==> config.mk <==
export PLATFORM = sky130hd
export DESIGN_NAME = pod_command_front_end
export DESIGN_NICKNAME = d
export VERILOG_FILES = /design/src/pod_front_end_pkg.sv /design/src/pod_command_front_end.sv
export SDC_FILE = /design/constraint.sdc
export NUM_CORES = 1
export LEC_CHECK = 0
export BUFFER_PORTS_ARGS = -buffer_cell sky130_fd_sc_hd__buf_2
export CORE_UTILIZATION = 40
export CTS_BUF_LIST = sky130_fd_sc_hd__clkbuf_8
export DETAILED_ROUTE_END_ITERATION = 8
export PLACE_DENSITY = 0.74
export SLEW_MARGIN = 10
export SYNTH_ARGS = -nofsm -noshare
export SYNTH_HDL_FRONTEND = slang
export SYNTH_SLANG_ARGS = --single-unit
==> constraint.sdc <==
create_clock -name clock -period 3 [get_ports clock]
set_clock_uncertainty 0.1 [all_clocks]
set_input_delay 0.45 -clock clock [delete_from_list [all_inputs] [get_ports clock]]
set_output_delay 0.45 -clock clock [all_outputs]
set_load 0.01 [all_outputs]
==> src/pod_front_end_pkg.sv <==
package pod_front_end_pkg;

  // Clock and serial timing
  localparam int unsigned CLOCK_HZ        = 50000000;     // System clock rate
  localparam int unsigned BAUD_DEFAULT    = 9600;         // Factory bit rate
  localparam int unsigned BIT_CYCLES      = CLOCK_HZ / BAUD_DEFAULT; // Clocks per bit
  localparam int unsigned HALF_CYCLES     = BIT_CYCLES / 2;          // Clocks to mid bit
  localparam int unsigned BAUD_CNT_W      = 13;           // Width of bit timer

  // Character framing
  localparam int unsigned DATA_BITS       = 7;            // Data bits per character
  localparam int unsigned STOP_BITS       = 1;            // Stop bits per character

  // Characters
  localparam logic [6:0]  CHAR_CR         = 7'h0D;        // Carriage return, code 13
  localparam logic [6:0]  CHAR_BANG       = 7'h21;        // Address select lead-in
  localparam logic [6:0]  CHAR_ZERO       = 7'h30;        // Digit zero
  localparam logic [6:0]  CHAR_NINE       = 7'h39;        // Digit nine
  localparam logic [6:0]  CHAR_UA         = 7'h41;        // Upper case A
  localparam logic [6:0]  CHAR_UF         = 7'h46;        // Upper case F
  localparam logic [6:0]  CHAR_LA         = 7'h61;        // Lower case a
  localparam logic [6:0]  CHAR_LZ         = 7'h7A;        // Lower case z
  localparam logic [6:0]  CASE_BIT        = 7'h20;        // Case difference bit

  // Addressing
  localparam logic [7:0]  NODE_ADDR_RESET = 8'h00;        // Address as shipped
  localparam logic [7:0]  NODE_ADDR_NONE  = 8'h00;        // Non-addressed value

  // Command length limit
  localparam logic [7:0]  CMD_MAX_LEN     = 8'hFF;        // Longest legal message

  // Output ports
  localparam int unsigned PORT0_OUT_W     = 7;            // Shared port outputs
  localparam int unsigned PORT0_IN_W      = 8;            // Shared port inputs
  localparam int unsigned PORT1_W         = 8;            // Mux port outputs

  // Receive states
  typedef enum logic [1:0] {
    RX_IDLE  = 2'b00,
    RX_START = 2'b01,
    RX_DATA  = 2'b10,
    RX_STOP  = 2'b11
  } rx_state_e;

  // Transmit states
  typedef enum logic [1:0] {
    TX_IDLE  = 2'b00,
    TX_START = 2'b01,
    TX_DATA  = 2'b10,
    TX_STOP  = 2'b11
  } tx_state_e;

  // Command parse states
  typedef enum logic [2:0] {
    PS_FIRST = 3'b000,
    PS_HI    = 3'b001,
    PS_LO    = 3'b010,
    PS_END   = 3'b011,
    PS_BODY  = 3'b100
  } parse_state_e;

endpackage

==> src/pod_command_front_end.sv <==
`timescale 1ns/100ps

module pod_command_front_end
  import pod_front_end_pkg::*;
(
  input  wire logic                   clock,             // System clock, 50 MHz
  input  wire logic                   rstn,              // Synchronous reset, active low
  input  wire logic                   line_rx,           // Received serial line, idle high
  output logic                        line_tx,           // Transmit serial line, idle high
  output logic                        line_tx_oe,        // Line driver enable, high drives
  input  wire logic [7:0]             node_addr,         // Stored node address
  output logic                        cmd_valid,         // Pulse, command char accepted
  output logic [6:0]                  cmd_char,          // Folded command character
  output logic                        cmd_end,           // Pulse, command ended by CR
  output logic                        cmd_abort,         // Pulse, command discarded
  input  wire logic                   reply_valid,       // Reply char offered
  input  wire logic [6:0]             reply_char,        // Reply character
  output logic                        reply_ready,       // Reply char taken
  input  wire logic [2:0]             point_adc,         // Analog channel of a point
  input  wire logic [3:0]             point_submux,      // Submux channel of a point
  output logic [7:0]                  point_num,         // Combined point number
  output logic                        adc_chan_bit2,     // Decoded analog channel bit 2
  output logic                        adc_chan_bit1,     // Decoded analog channel bit 1
  output logic                        adc_chan_bit0,     // Decoded analog channel bit 0
  output logic                        submux_sel_bit3,   // Decoded submux bit 3
  output logic                        submux_sel_bit2,   // Decoded submux bit 2
  output logic                        submux_sel_bit1,   // Decoded submux bit 1
  output logic                        submux_sel_bit0,   // Decoded submux bit 0
  input  wire logic                   port0_wr,          // Host write to shared port
  input  wire logic [PORT0_OUT_W-1:0] port0_wdata,       // Shared port write data
  output logic [PORT0_OUT_W-1:0]      shared_inout_port, // Shared port output drive
  input  wire logic [PORT0_IN_W-1:0]  port0_pins,        // Shared port input pins
  output logic [PORT0_IN_W-1:0]       port0_rdata,       // Captured shared port inputs
  input  wire logic                   port1_submux_mode, // Port1 runs the submux
  input  wire logic                   port1_wr,          // Host write to mux port
  input  wire logic [PORT1_W-1:0]     port1_wdata,       // Mux port write data
  input  wire logic [PORT1_W-1:0]     port1_ctrl,        // Pod control drive for port1
  output logic [PORT1_W-1:0]          port1_out,         // Mux port output drive
  output logic                        addressed_mode,    // Level, addressed mode active
  output logic                        selected           // Level, pod accepts commands
);

  // Receiver state
  rx_state_e              rx_state_reg;                  // Receive state
  logic [BAUD_CNT_W-1:0]  rx_cnt_reg;                    // Receive bit timer
  logic [2:0]             rx_bit_reg;                    // Receive bit index
  logic [7:0]             rx_shift_reg;                  // Data and parity bits
  logic                   rx_done;                       // Character complete
  logic                   rx_good;                       // Parity and stop fine
  logic [6:0]             rx_char;                       // Received data
  logic                   rx_tick;                       // Bit timer expiry

  // Parser state
  parse_state_e           ps_reg;                        // Parse state
  logic [7:0]             sel_addr_reg;                  // Address being collected
  logic                   selected_reg;                  // Select flag
  logic                   bad_reg;                       // Command holds parity or stop error
  logic [7:0]             len_reg;                       // Characters in command
  logic                   cr_pending_reg;                // Select answer requested

  // Transmitter state
  tx_state_e              tx_state_reg;                  // Transmit state
  logic [BAUD_CNT_W-1:0]  tx_cnt_reg;                    // Transmit bit timer
  logic [2:0]             tx_bit_reg;                    // Transmit bit index
  logic [7:0]             tx_shift_reg;                  // Data and parity to send
  logic                   tx_tick;                       // Bit timer expiry
  logic                   tx_load;                       // Start a character
  logic                   tx_from_sel;                   // Char is select answer
  logic [6:0]             tx_char;                       // Char to start

  // Decode of received character
  logic [6:0]             up_char;                       // Case-folded char
  logic                   is_digit;                      // 0 to 9
  logic                   is_hexl;                       // A to F after folding
  logic                   is_hex;                        // Any hex digit
  logic [3:0]             hex_val;                       // Digit value
  logic                   is_cr;                         // Terminator
  logic                   is_bang;                       // Select lead-in
  logic                   match;                         // Collected address is ours
  logic                   body_char;                     // Char belongs to a command body

  // Mode decode from stored address
  assign addressed_mode = (node_addr != NODE_ADDR_NONE);
  assign selected       = addressed_mode ? selected_reg : 1'b1;

  // Receive decode
  assign rx_tick = (rx_cnt_reg == '0);
  assign rx_char = rx_shift_reg[6:0];
  assign rx_good = ~^rx_shift_reg & line_rx;
  assign rx_done = (rx_state_reg == RX_STOP) && rx_tick;

  // Case folding and hex digit decode
  assign up_char  = (rx_char >= CHAR_LA && rx_char <= CHAR_LZ) ? (rx_char & ~CASE_BIT) : rx_char;
  assign is_digit = (up_char >= CHAR_ZERO) && (up_char <= CHAR_NINE);
  assign is_hexl  = (up_char >= CHAR_UA) && (up_char <= CHAR_UF);
  assign is_hex   = is_digit | is_hexl;
  assign hex_val  = is_digit ? up_char[3:0] : 4'(up_char[3:0] + 4'h9);
  assign is_cr    = (up_char == CHAR_CR);
  assign is_bang  = (up_char == CHAR_BANG);
  assign match    = (sel_addr_reg == node_addr) && (sel_addr_reg != NODE_ADDR_NONE);
  // First char of a command counts too, unless it opens a select
  assign body_char = (ps_reg == PS_BODY) || (ps_reg == PS_FIRST && !is_bang);

  // Receiver, bit timer starts at half a bit to sample mid bit
  always_ff @(posedge clock) begin
    if (!rstn) begin
      rx_state_reg <= RX_IDLE;
      rx_cnt_reg   <= '0;
      rx_bit_reg   <= '0;
      rx_shift_reg <= 8'h00;
    end else begin
      rx_cnt_reg <= rx_tick ? BAUD_CNT_W'(BIT_CYCLES - 1) : BAUD_CNT_W'(rx_cnt_reg - 1'b1);
      case (rx_state_reg)
        RX_IDLE: begin
          if (!line_rx) begin
            rx_state_reg <= RX_START;
            rx_cnt_reg   <= BAUD_CNT_W'(HALF_CYCLES - 1);
          end
        end
        RX_START: begin
          if (rx_tick) begin
            rx_state_reg <= line_rx ? RX_IDLE : RX_DATA; // Glitch rejected
            rx_bit_reg   <= '0;
          end
        end
        RX_DATA: begin
          if (rx_tick) begin
            rx_shift_reg <= {line_rx, rx_shift_reg[7:1]};
            rx_bit_reg   <= 3'(rx_bit_reg + 1'b1);
            if (rx_bit_reg == 3'(DATA_BITS)) begin
              rx_state_reg <= RX_STOP;
            end
          end
        end
        default: begin
          if (rx_tick) begin
            rx_state_reg <= RX_IDLE;
          end
        end
      endcase
    end
  end

  // Command parser and address select
  always_ff @(posedge clock) begin
    if (!rstn) begin
      ps_reg         <= PS_FIRST;
      sel_addr_reg   <= NODE_ADDR_RESET;
      selected_reg   <= 1'b0;
      bad_reg        <= 1'b0;
      len_reg        <= 8'h00;
      cr_pending_reg <= 1'b0;
    end else begin
      if (tx_load && tx_from_sel) begin
        cr_pending_reg <= 1'b0;
      end
      if (rx_done) begin
        len_reg <= (len_reg == CMD_MAX_LEN) ? len_reg : 8'(len_reg + 1'b1);
        if (!rx_good) begin
          bad_reg <= 1'b1;
        end
        case (ps_reg)
          PS_FIRST: begin
            ps_reg <= (is_bang && rx_good) ? PS_HI : PS_BODY;
            if (is_cr) begin
              ps_reg  <= PS_FIRST;
              bad_reg <= 1'b0;
              len_reg <= 8'h00;
            end
          end
          PS_HI: begin
            sel_addr_reg <= {hex_val, 4'h0};
            ps_reg       <= is_hex ? PS_LO : PS_BODY;
          end
          PS_LO: begin
            sel_addr_reg <= {sel_addr_reg[7:4], hex_val};
            ps_reg       <= is_hex ? PS_END : PS_BODY;
          end
          PS_END: begin
            if (is_cr) begin
              ps_reg  <= PS_FIRST;
              bad_reg <= 1'b0;
              len_reg <= 8'h00;
              if (rx_good && !bad_reg && addressed_mode) begin
                selected_reg   <= match;
                cr_pending_reg <= match;
              end
            end else begin
              ps_reg <= PS_BODY;
            end
          end
          default: begin
            if (is_cr) begin
              ps_reg  <= PS_FIRST;
              bad_reg <= 1'b0;
              len_reg <= 8'h00;
            end
          end
        endcase
      end
    end
  end

  // Character stream to the command executor, select commands kept internal
  always_ff @(posedge clock) begin
    if (!rstn) begin
      cmd_valid <= 1'b0;
      cmd_char  <= 7'h00;
      cmd_end   <= 1'b0;
      cmd_abort <= 1'b0;
    end else begin
      cmd_valid <= rx_done && rx_good && selected && !is_cr && body_char;
      cmd_char  <= up_char;
      cmd_end   <= rx_done && is_cr && rx_good && !bad_reg && selected && ps_reg == PS_BODY;
      cmd_abort <= rx_done && is_cr && (!rx_good || bad_reg) && selected;
    end
  end

  // Transmit source, select answer first, then executor replies
  assign tx_from_sel = cr_pending_reg;
  assign tx_char     = tx_from_sel ? CHAR_CR : reply_char;
  assign tx_load     = (tx_state_reg == TX_IDLE) && (tx_from_sel || (reply_valid && selected));
  assign reply_ready = tx_load && !tx_from_sel;
  assign tx_tick     = (tx_cnt_reg == '0);

  // Transmitter, even parity in bit 7
  always_ff @(posedge clock) begin
    if (!rstn) begin
      tx_state_reg <= TX_IDLE;
      tx_cnt_reg   <= '0;
      tx_bit_reg   <= '0;
      tx_shift_reg <= 8'h00;
      line_tx      <= 1'b1;
      line_tx_oe   <= 1'b0;
    end else begin
      tx_cnt_reg <= tx_tick ? BAUD_CNT_W'(BIT_CYCLES - 1) : BAUD_CNT_W'(tx_cnt_reg - 1'b1);
      case (tx_state_reg)
        TX_IDLE: begin
          line_tx    <= 1'b1;
          line_tx_oe <= 1'b0;
          if (tx_load) begin
            tx_shift_reg <= {^tx_char, tx_char};
            tx_cnt_reg   <= BAUD_CNT_W'(BIT_CYCLES - 1);
            tx_state_reg <= TX_START;
            line_tx      <= 1'b0;
            line_tx_oe   <= 1'b1;
          end
        end
        TX_START: begin
          if (tx_tick) begin
            line_tx      <= tx_shift_reg[0];
            tx_shift_reg <= {1'b0, tx_shift_reg[7:1]};
            tx_bit_reg   <= '0;
            tx_state_reg <= TX_DATA;
          end
        end
        TX_DATA: begin
          if (tx_tick) begin
            tx_bit_reg <= 3'(tx_bit_reg + 1'b1);
            if (tx_bit_reg == 3'(DATA_BITS)) begin
              line_tx      <= 1'b1;                      // One stop bit
              tx_state_reg <= TX_STOP;
            end else begin
              line_tx      <= tx_shift_reg[0];
              tx_shift_reg <= {1'b0, tx_shift_reg[7:1]};
            end
          end
        end
        default: begin
          if (tx_tick) begin
            tx_state_reg <= TX_IDLE;
            line_tx_oe   <= 1'b0;
          end
        end
      endcase
    end
  end

  // Point number and its channel fields
  always_ff @(posedge clock) begin
    if (!rstn) begin
      point_num <= 8'h00;
    end else begin
      point_num <= {1'b0, point_adc, point_submux};
    end
  end
  assign {adc_chan_bit2, adc_chan_bit1, adc_chan_bit0} = point_num[6:4];
  assign {submux_sel_bit3, submux_sel_bit2, submux_sel_bit1, submux_sel_bit0} = point_num[3:0];

  // Digital ports, seven shared outputs plus eight mux outputs
  always_ff @(posedge clock) begin
    if (!rstn) begin
      shared_inout_port <= '0;
      port0_rdata       <= '0;
      port1_out         <= '0;
    end else begin
      port0_rdata <= port0_pins;
      if (port0_wr) begin
        shared_inout_port <= port0_wdata;
      end
      if (port1_submux_mode) begin
        port1_out <= port1_ctrl;
      end else if (port1_wr) begin
        port1_out <= port1_wdata;
      end
    end
  end
endmodule

==> results of run 1 <==
[per-stage QoR]
| step | cells | hold WS, ns | cell area [um^2] |
|---|---|---|---|
| finish | 839 | 0.1814 | 5904 |
| global route | 839 | 0.1720 | 5904 |
| CTS | 839 | 0.1646 | 5904 |
| detailed placement | 823 | 0.3515 | 5710 |
| global placement | 823 | 0.3425 | 5710 |
| floorplan | 574 | 0.3356 | 5085 |
[per-layer routing]
metal  vias to the layer above  global-route usage  wire length [um]
met5                         -                   0                 0
met4                         0             0.07792               161
met3                        11             0.02478               381
met2                       101              0.3261              5736
met1                      2037              0.2202              5025
li1                       2169                   -                 -
[worst max-delay path: cells and delay by family]
| kind | cells | cell delay, ns |
|---|---|---|
| compound gates | 2 | 0.46 |
| simple gates | 3 | 0.75 |
| buf+inv | 2 | 0.25 |
[cell usage in the layout (no fill, tap or decap), types with 15 or more instances in the layout]
cell type,count
nor3_1,16
buf_2,111
xnor2_1,25
nand2_1,49
dfxtp_1,108
and2_1,19
nand3_1,15
nor2_1,70
inv_1,18
ha_1,18
o21ai_0,15
a21oi_1,40
mux2i_1,28
[cell type report]
type	count	area (um^2)
Sequential cell	108	2162
Fill cell	1179	6307
Clock buffer	11	151.4
Timing Repair Buffer	117	600.6
Inverter	19	71.32
Clock inverter	5	42.54
Tap cell	168	210.2
Multi-Input combinational cell	411	2666
[power breakdown]
part | switching (mW) | total, mW | internal (mW)
sequential | 0.140 | 1.74 | 1.60
clock | 0.501 | 0.858 | 0.357
combinational | 0.550 | 1.03 | 0.482
total | 1.19 | 3.63 | 2.44
[worst max-delay path by stage]
stage / start / cells past startpoint / endpoint
final: node_addr[4] / 7 / reply_ready
after global routing: rx_cnt_reg[0]$_SDFF_PN0_ / 7 / sel_addr_reg[7]$_SDFFE_PN0P_
after CTS: node_addr[4] / 7 / reply_ready
after detailed placement: node_addr[4] / 6 / tx_shift_reg[6]$_SDFFE_PN0P_
after global placement: node_addr[4] / 6 / tx_shift_reg[6]$_SDFFE_PN0P_
after floorplan: rx_cnt_reg[0]$_SDFF_PN0_ / 8 / rx_shift_reg[0]$_SDFFE_PN0P_
[cells by family (layout without fill, tap and decap cells)]
| family | after synthesis | after routing | synth area share |
|---|---|---|---|
| muxes | 28 | 28 | 0.05512 |
| DFF | 108 | 108 | 0.4252 |
| and+or+nand+nor | 224 | 224 | 0.2251 |
| xor gates and xnor gates | 35 | 35 | 0.06299 |
| other | 1 | 1 | 0.0007375 |
| buffers and inverters | 55 | 152 | 0.05044 |
| AOI/OAI and AO/OA | 105 | 105 | 0.1361 |
| adders and majority gates | 18 | 18 | 0.04429 |
==> flow_summary.toml, run 1 <==
[grt]
overflow = 0
grtUsageTotal = 0.1826
antenna_found_initial = 0
grt_pass1_wl_mm = 19.40
grt_max_degree = 36
grt_pass1_vias = 4285

[clocking]
clock-sinks = 108
max-clock-path-buffers = 2
clock-root-buffer = "clkbuf_8"
cts_hold_buf = 0
ctsResizeCount = 0
cts_tree = "done"
htreeDepth = 3
post_cts_buffers = 0
clock_latency_ns = 0.38
cts_buffers = 9
clk_pin_slew_ns = 0.10

[synth]
synth-seq-cells = 108
yosysMostFrequentCell = "dfxtp_1"
avgSynthCellArea_um2 = 8.859
synth-main-ff-cell = "dfxtp_1"
asyncSetResetFlopFracSynth = 0
syn-instance-count = 574
ys_seq_area_frac = 0.4252
synthDistinctLibCells = 61
synth_area_um2 = 5085
synth_nets = 652
synth_area_leaders = "dfxtp_1, mux2i_1, nor2_1, ha_1, xnor2_1"
netlist.area_leader.share = 0.4252
synth_area_leader_cell = "dfxtp_1"
synth_warnings = 0
synth_edf_count = 0
synth_common_cells = "dfxtp_1, nor2_1, nand2_1, a21oi_1, mux2i_1"

[critical_path]
cp-end-kind = "output port"
path_max_fanout = 5
slowest_stage = "nor4_1"
cp_slowest_stage_delay_ns = 0.47
crit_chain = "buf_2, nor4_1, a21o_1, a21o_1, nand2_1, nor2_1, buf_2"
reg2reg_slack_ns = 0.54
critPathLaunchType = "input pin"
critPathKind = "input pin to output port"
rr_worst_depth = 7
r2r-end = "sel_addr_reg[7]$_SDFFE_PN0P_"
worstPathRequired_ns = 2.45
regToRegStartpoint = "rx_cnt_reg[0]$_SDFF_PN0_"
arrival_ns = 1.92

[cells_and_area]
postLayoutCoreUtil = 0.4835
nets = 744
syn_to_final_growth_pct = 16.12
drive_gt1_frac = 0.2176
n_antenna_cell = 0

[sta]
hold_viol_final = 0
fin_crit_sh = 0.8229
period_minus_slack_ns = 2.469
tns_ns = 0
max_slew_margin = 0.5095
slew_violations = 0
setup_slack_ns = 0.5314
setup_viol = 0
tightest_slew_ns = 0.7312
rsz0062_at_grt = "no"
fmax_ghz = 0.4051

[die]
core_area_um2 = 12210
num_rows = 40
initial_core_util = 0.4164
die_y_um = 114.8
die_x_um = 114.8
dieArea_um2 = 13170
io_pins = 113

[worst_hold_path]
min_to = "port0_rdata[3]$_SDFF_PN0_"
holdPathStages = 2
min-delay-start = "port0_pins[3]"
hold_path.class = "input pin to flip-flop"

[power_and_ir_drop]
ir_drop_uv = 304.9
power.total_mw = 3.629
p_leak_nw = 2.537
power.density_nw_per_um2 = 614.6

[place]
io_buffers = 111
gp_congestion = 0.9027
post-dp-hpwl_mm = 8.458
post-place-ws_ns = 0.4820

[detailed_routing]
finalWirelength_mm = 11.31
dr.pass1.iters = 4
drt-initial-drc-count = 222
drc = 0
route.vias.total = 4318
ant_nets = 0
avgRoutedWirePerCell_um = 13.47
viasPerCell = 5.147

[job]
max_cap_viol_count = 0

[outcome]
status = "finished, final reports clean"
No activity file was read; power rests on OpenSTA's default activity.
==> run 2, diff against run 1 <==
clock period = 2.4 ns   (was 3 ns; I/O delays follow)
==> run 2 against run 1 <==
Worst hold slack lost 0.10 ns. Via count grew 1.5%. Power grew 24%. Core utilization grew 1.1 points. Die area is the same. Worst setup slack lost 0.44 ns. Register-to-register slack lost 0.45 ns. Design area grew 2.3%. Combinational power grew 29%. Sequential share of layout area shrank 0.80 points.
==> flow_summary.toml, run 2 (synthesis results as in run 1) <==
[power_and_ir_drop]
power.density_nw_per_um2 = 747.0
ir_drop_uv = 294.4
p_leak_nw = 2.623

[die]
dieArea_um2 = 13170
io_pins = 113
die_x_um = 114.8
initial_core_util = 0.4164
die_y_um = 114.8
core_area_um2 = 12210
num_rows = 40

[grt]
grt_pass1_wl_mm = 19.48
grt_pass1_vias = 4239
antenna_found_initial = 0
grt_max_degree = 32
grtUsageTotal = 0.1855
overflow = 0

[sta]
tns_ns = 0
slew_violations = 0
fmax_ghz = 0.4334
max_slew_margin = 0.5924
setup_slack_ns = 0.09273
period_minus_slack_ns = 2.307
rsz0062_at_grt = "yes"
fin_crit_sh = 0.9614
setup_viol = 0
tightest_slew_ns = 0.6057
hold_viol_final = 0

[critical_path]
rr_worst_depth = 5
critPathLaunchType = "flip-flop"
critPathKind = "flip-flop to flip-flop"
arrival_ns = 2.47
worstPathRequired_ns = 2.56
path_max_fanout = 8
cp-end-kind = "flip-flop"

[worst_hold_path]
hold_path.class = "input pin to flip-flop"
holdPathStages = 2

[cells_and_area]
layout.area.seq_um2 = 2163
nets = 762
n_antenna_cell = 0
fin_cells = 856
multi_input_area_um2 = 2690
syn_to_final_growth_pct = 18.77
mostFrequentLayoutCells = "buf_2, dfxtp_1, nor2_1, nand2_1, a21oi_1"
postLayoutCoreUtil = 0.4946
mostFrequentLayoutCell = "buf_2"
drive_gt1_frac = 0.2398
fill_cells = 1155

[clocking]
htreeDepth = 3
clock_latency_ns = 0.38
clock-sinks = 108
max-clock-path-buffers = 2
clock-root-buffer = "clkbuf_8"
cts_tree = "done"
clk_pin_slew_ns = 0.10
cts_buffers = 9

[detailed_routing]
drc = 0
finalWirelength_mm = 11.58
avgRoutedWirePerCell_um = 13.53
ant_nets = 0
dr.pass1.iters = 5
route.vias.total = 4384
viasPerCell = 5.121
drt-initial-drc-count = 277

[place]
dp.cells = 840
io_buffers = 111
post-place-ws_ns = 0.04655
post-dp-hpwl_mm = 8.662
gp_congestion = 0.8976

[outcome]
status = "finished, final reports clean"

[job]
max_cap_viol_count = 0
run 2: report_power, final:
part,internal [mW],switching [mW]
Combinational,0.633,0.700
Clock,0.395,0.611
Sequential,2.00,0.171
run 2: critical path: stages, from the launching register on:
cell      delay (ns)
dfxtp_1         0.33
or4_4           0.57
nor4b_4         0.36
a21boi_2        0.09
a2111o_2        0.58
mux2i_1         0.17
run 2: worst paths after layout:
| path | endpoint | from | slack (ns) |
|---|---|---|---|
| max | tx_shift_reg[5]$_SDFFE_PN0P_ | tx_cnt_reg[10]$_SDFF_PN0_ | 0.09 |
| min | port0_rdata[2]$_SDFF_PN0_ | port0_pins[2] | 0.08 |
| max reg2reg | tx_shift_reg[5]$_SDFFE_PN0P_ | tx_cnt_reg[10]$_SDFF_PN0_ | 0.09 |
| min reg2reg | tx_shift_reg[3]$_SDFFE_PN0P_ | tx_shift_reg[3]$_SDFFE_PN0P_ | 0.37 |
run 2: timing repair:
item,in CTS,in global routing
setup endpoints to repair,0,11
gates resized for setup,0,5
buffers inserted,0,1
hold buffers,0,0
run 2: cell type report:
type | count | area share
multi-input cells | 411 | 0.4454
clock inverters | 5 | 0.005179
flip-flops and latches | 108 | 0.3582
well taps | 168 | 0.03480
inverters | 19 | 0.01181
clock buffers | 10 | 0.02279
repair buffers | 135 | 0.1218
run 2: stage by stage:
step | instance area (um^2) | hold WS, ns | power (mW)
floorplan | 5085 | 0.3356 | 3.209
global placement | 5838 | 0.3444 | 3.456
detailed placement | 5838 | 0.3590 | 3.517
CTS | 6007 | 0.06944 | 4.524
global route | 6040 | 0.06729 | 4.796
finish | 6040 | 0.08070 | 4.511
run 2: metal layers:
metal  vias up  track usage  wire, um  share of wire
met3        17      0.03426       385          0.033
met2        98       0.3232      5777           0.50
met1      2060       0.2234      5179           0.45
met5         -            0         0              0
li1       2209            -         -              -
met4         0      0.08225       241          0.021
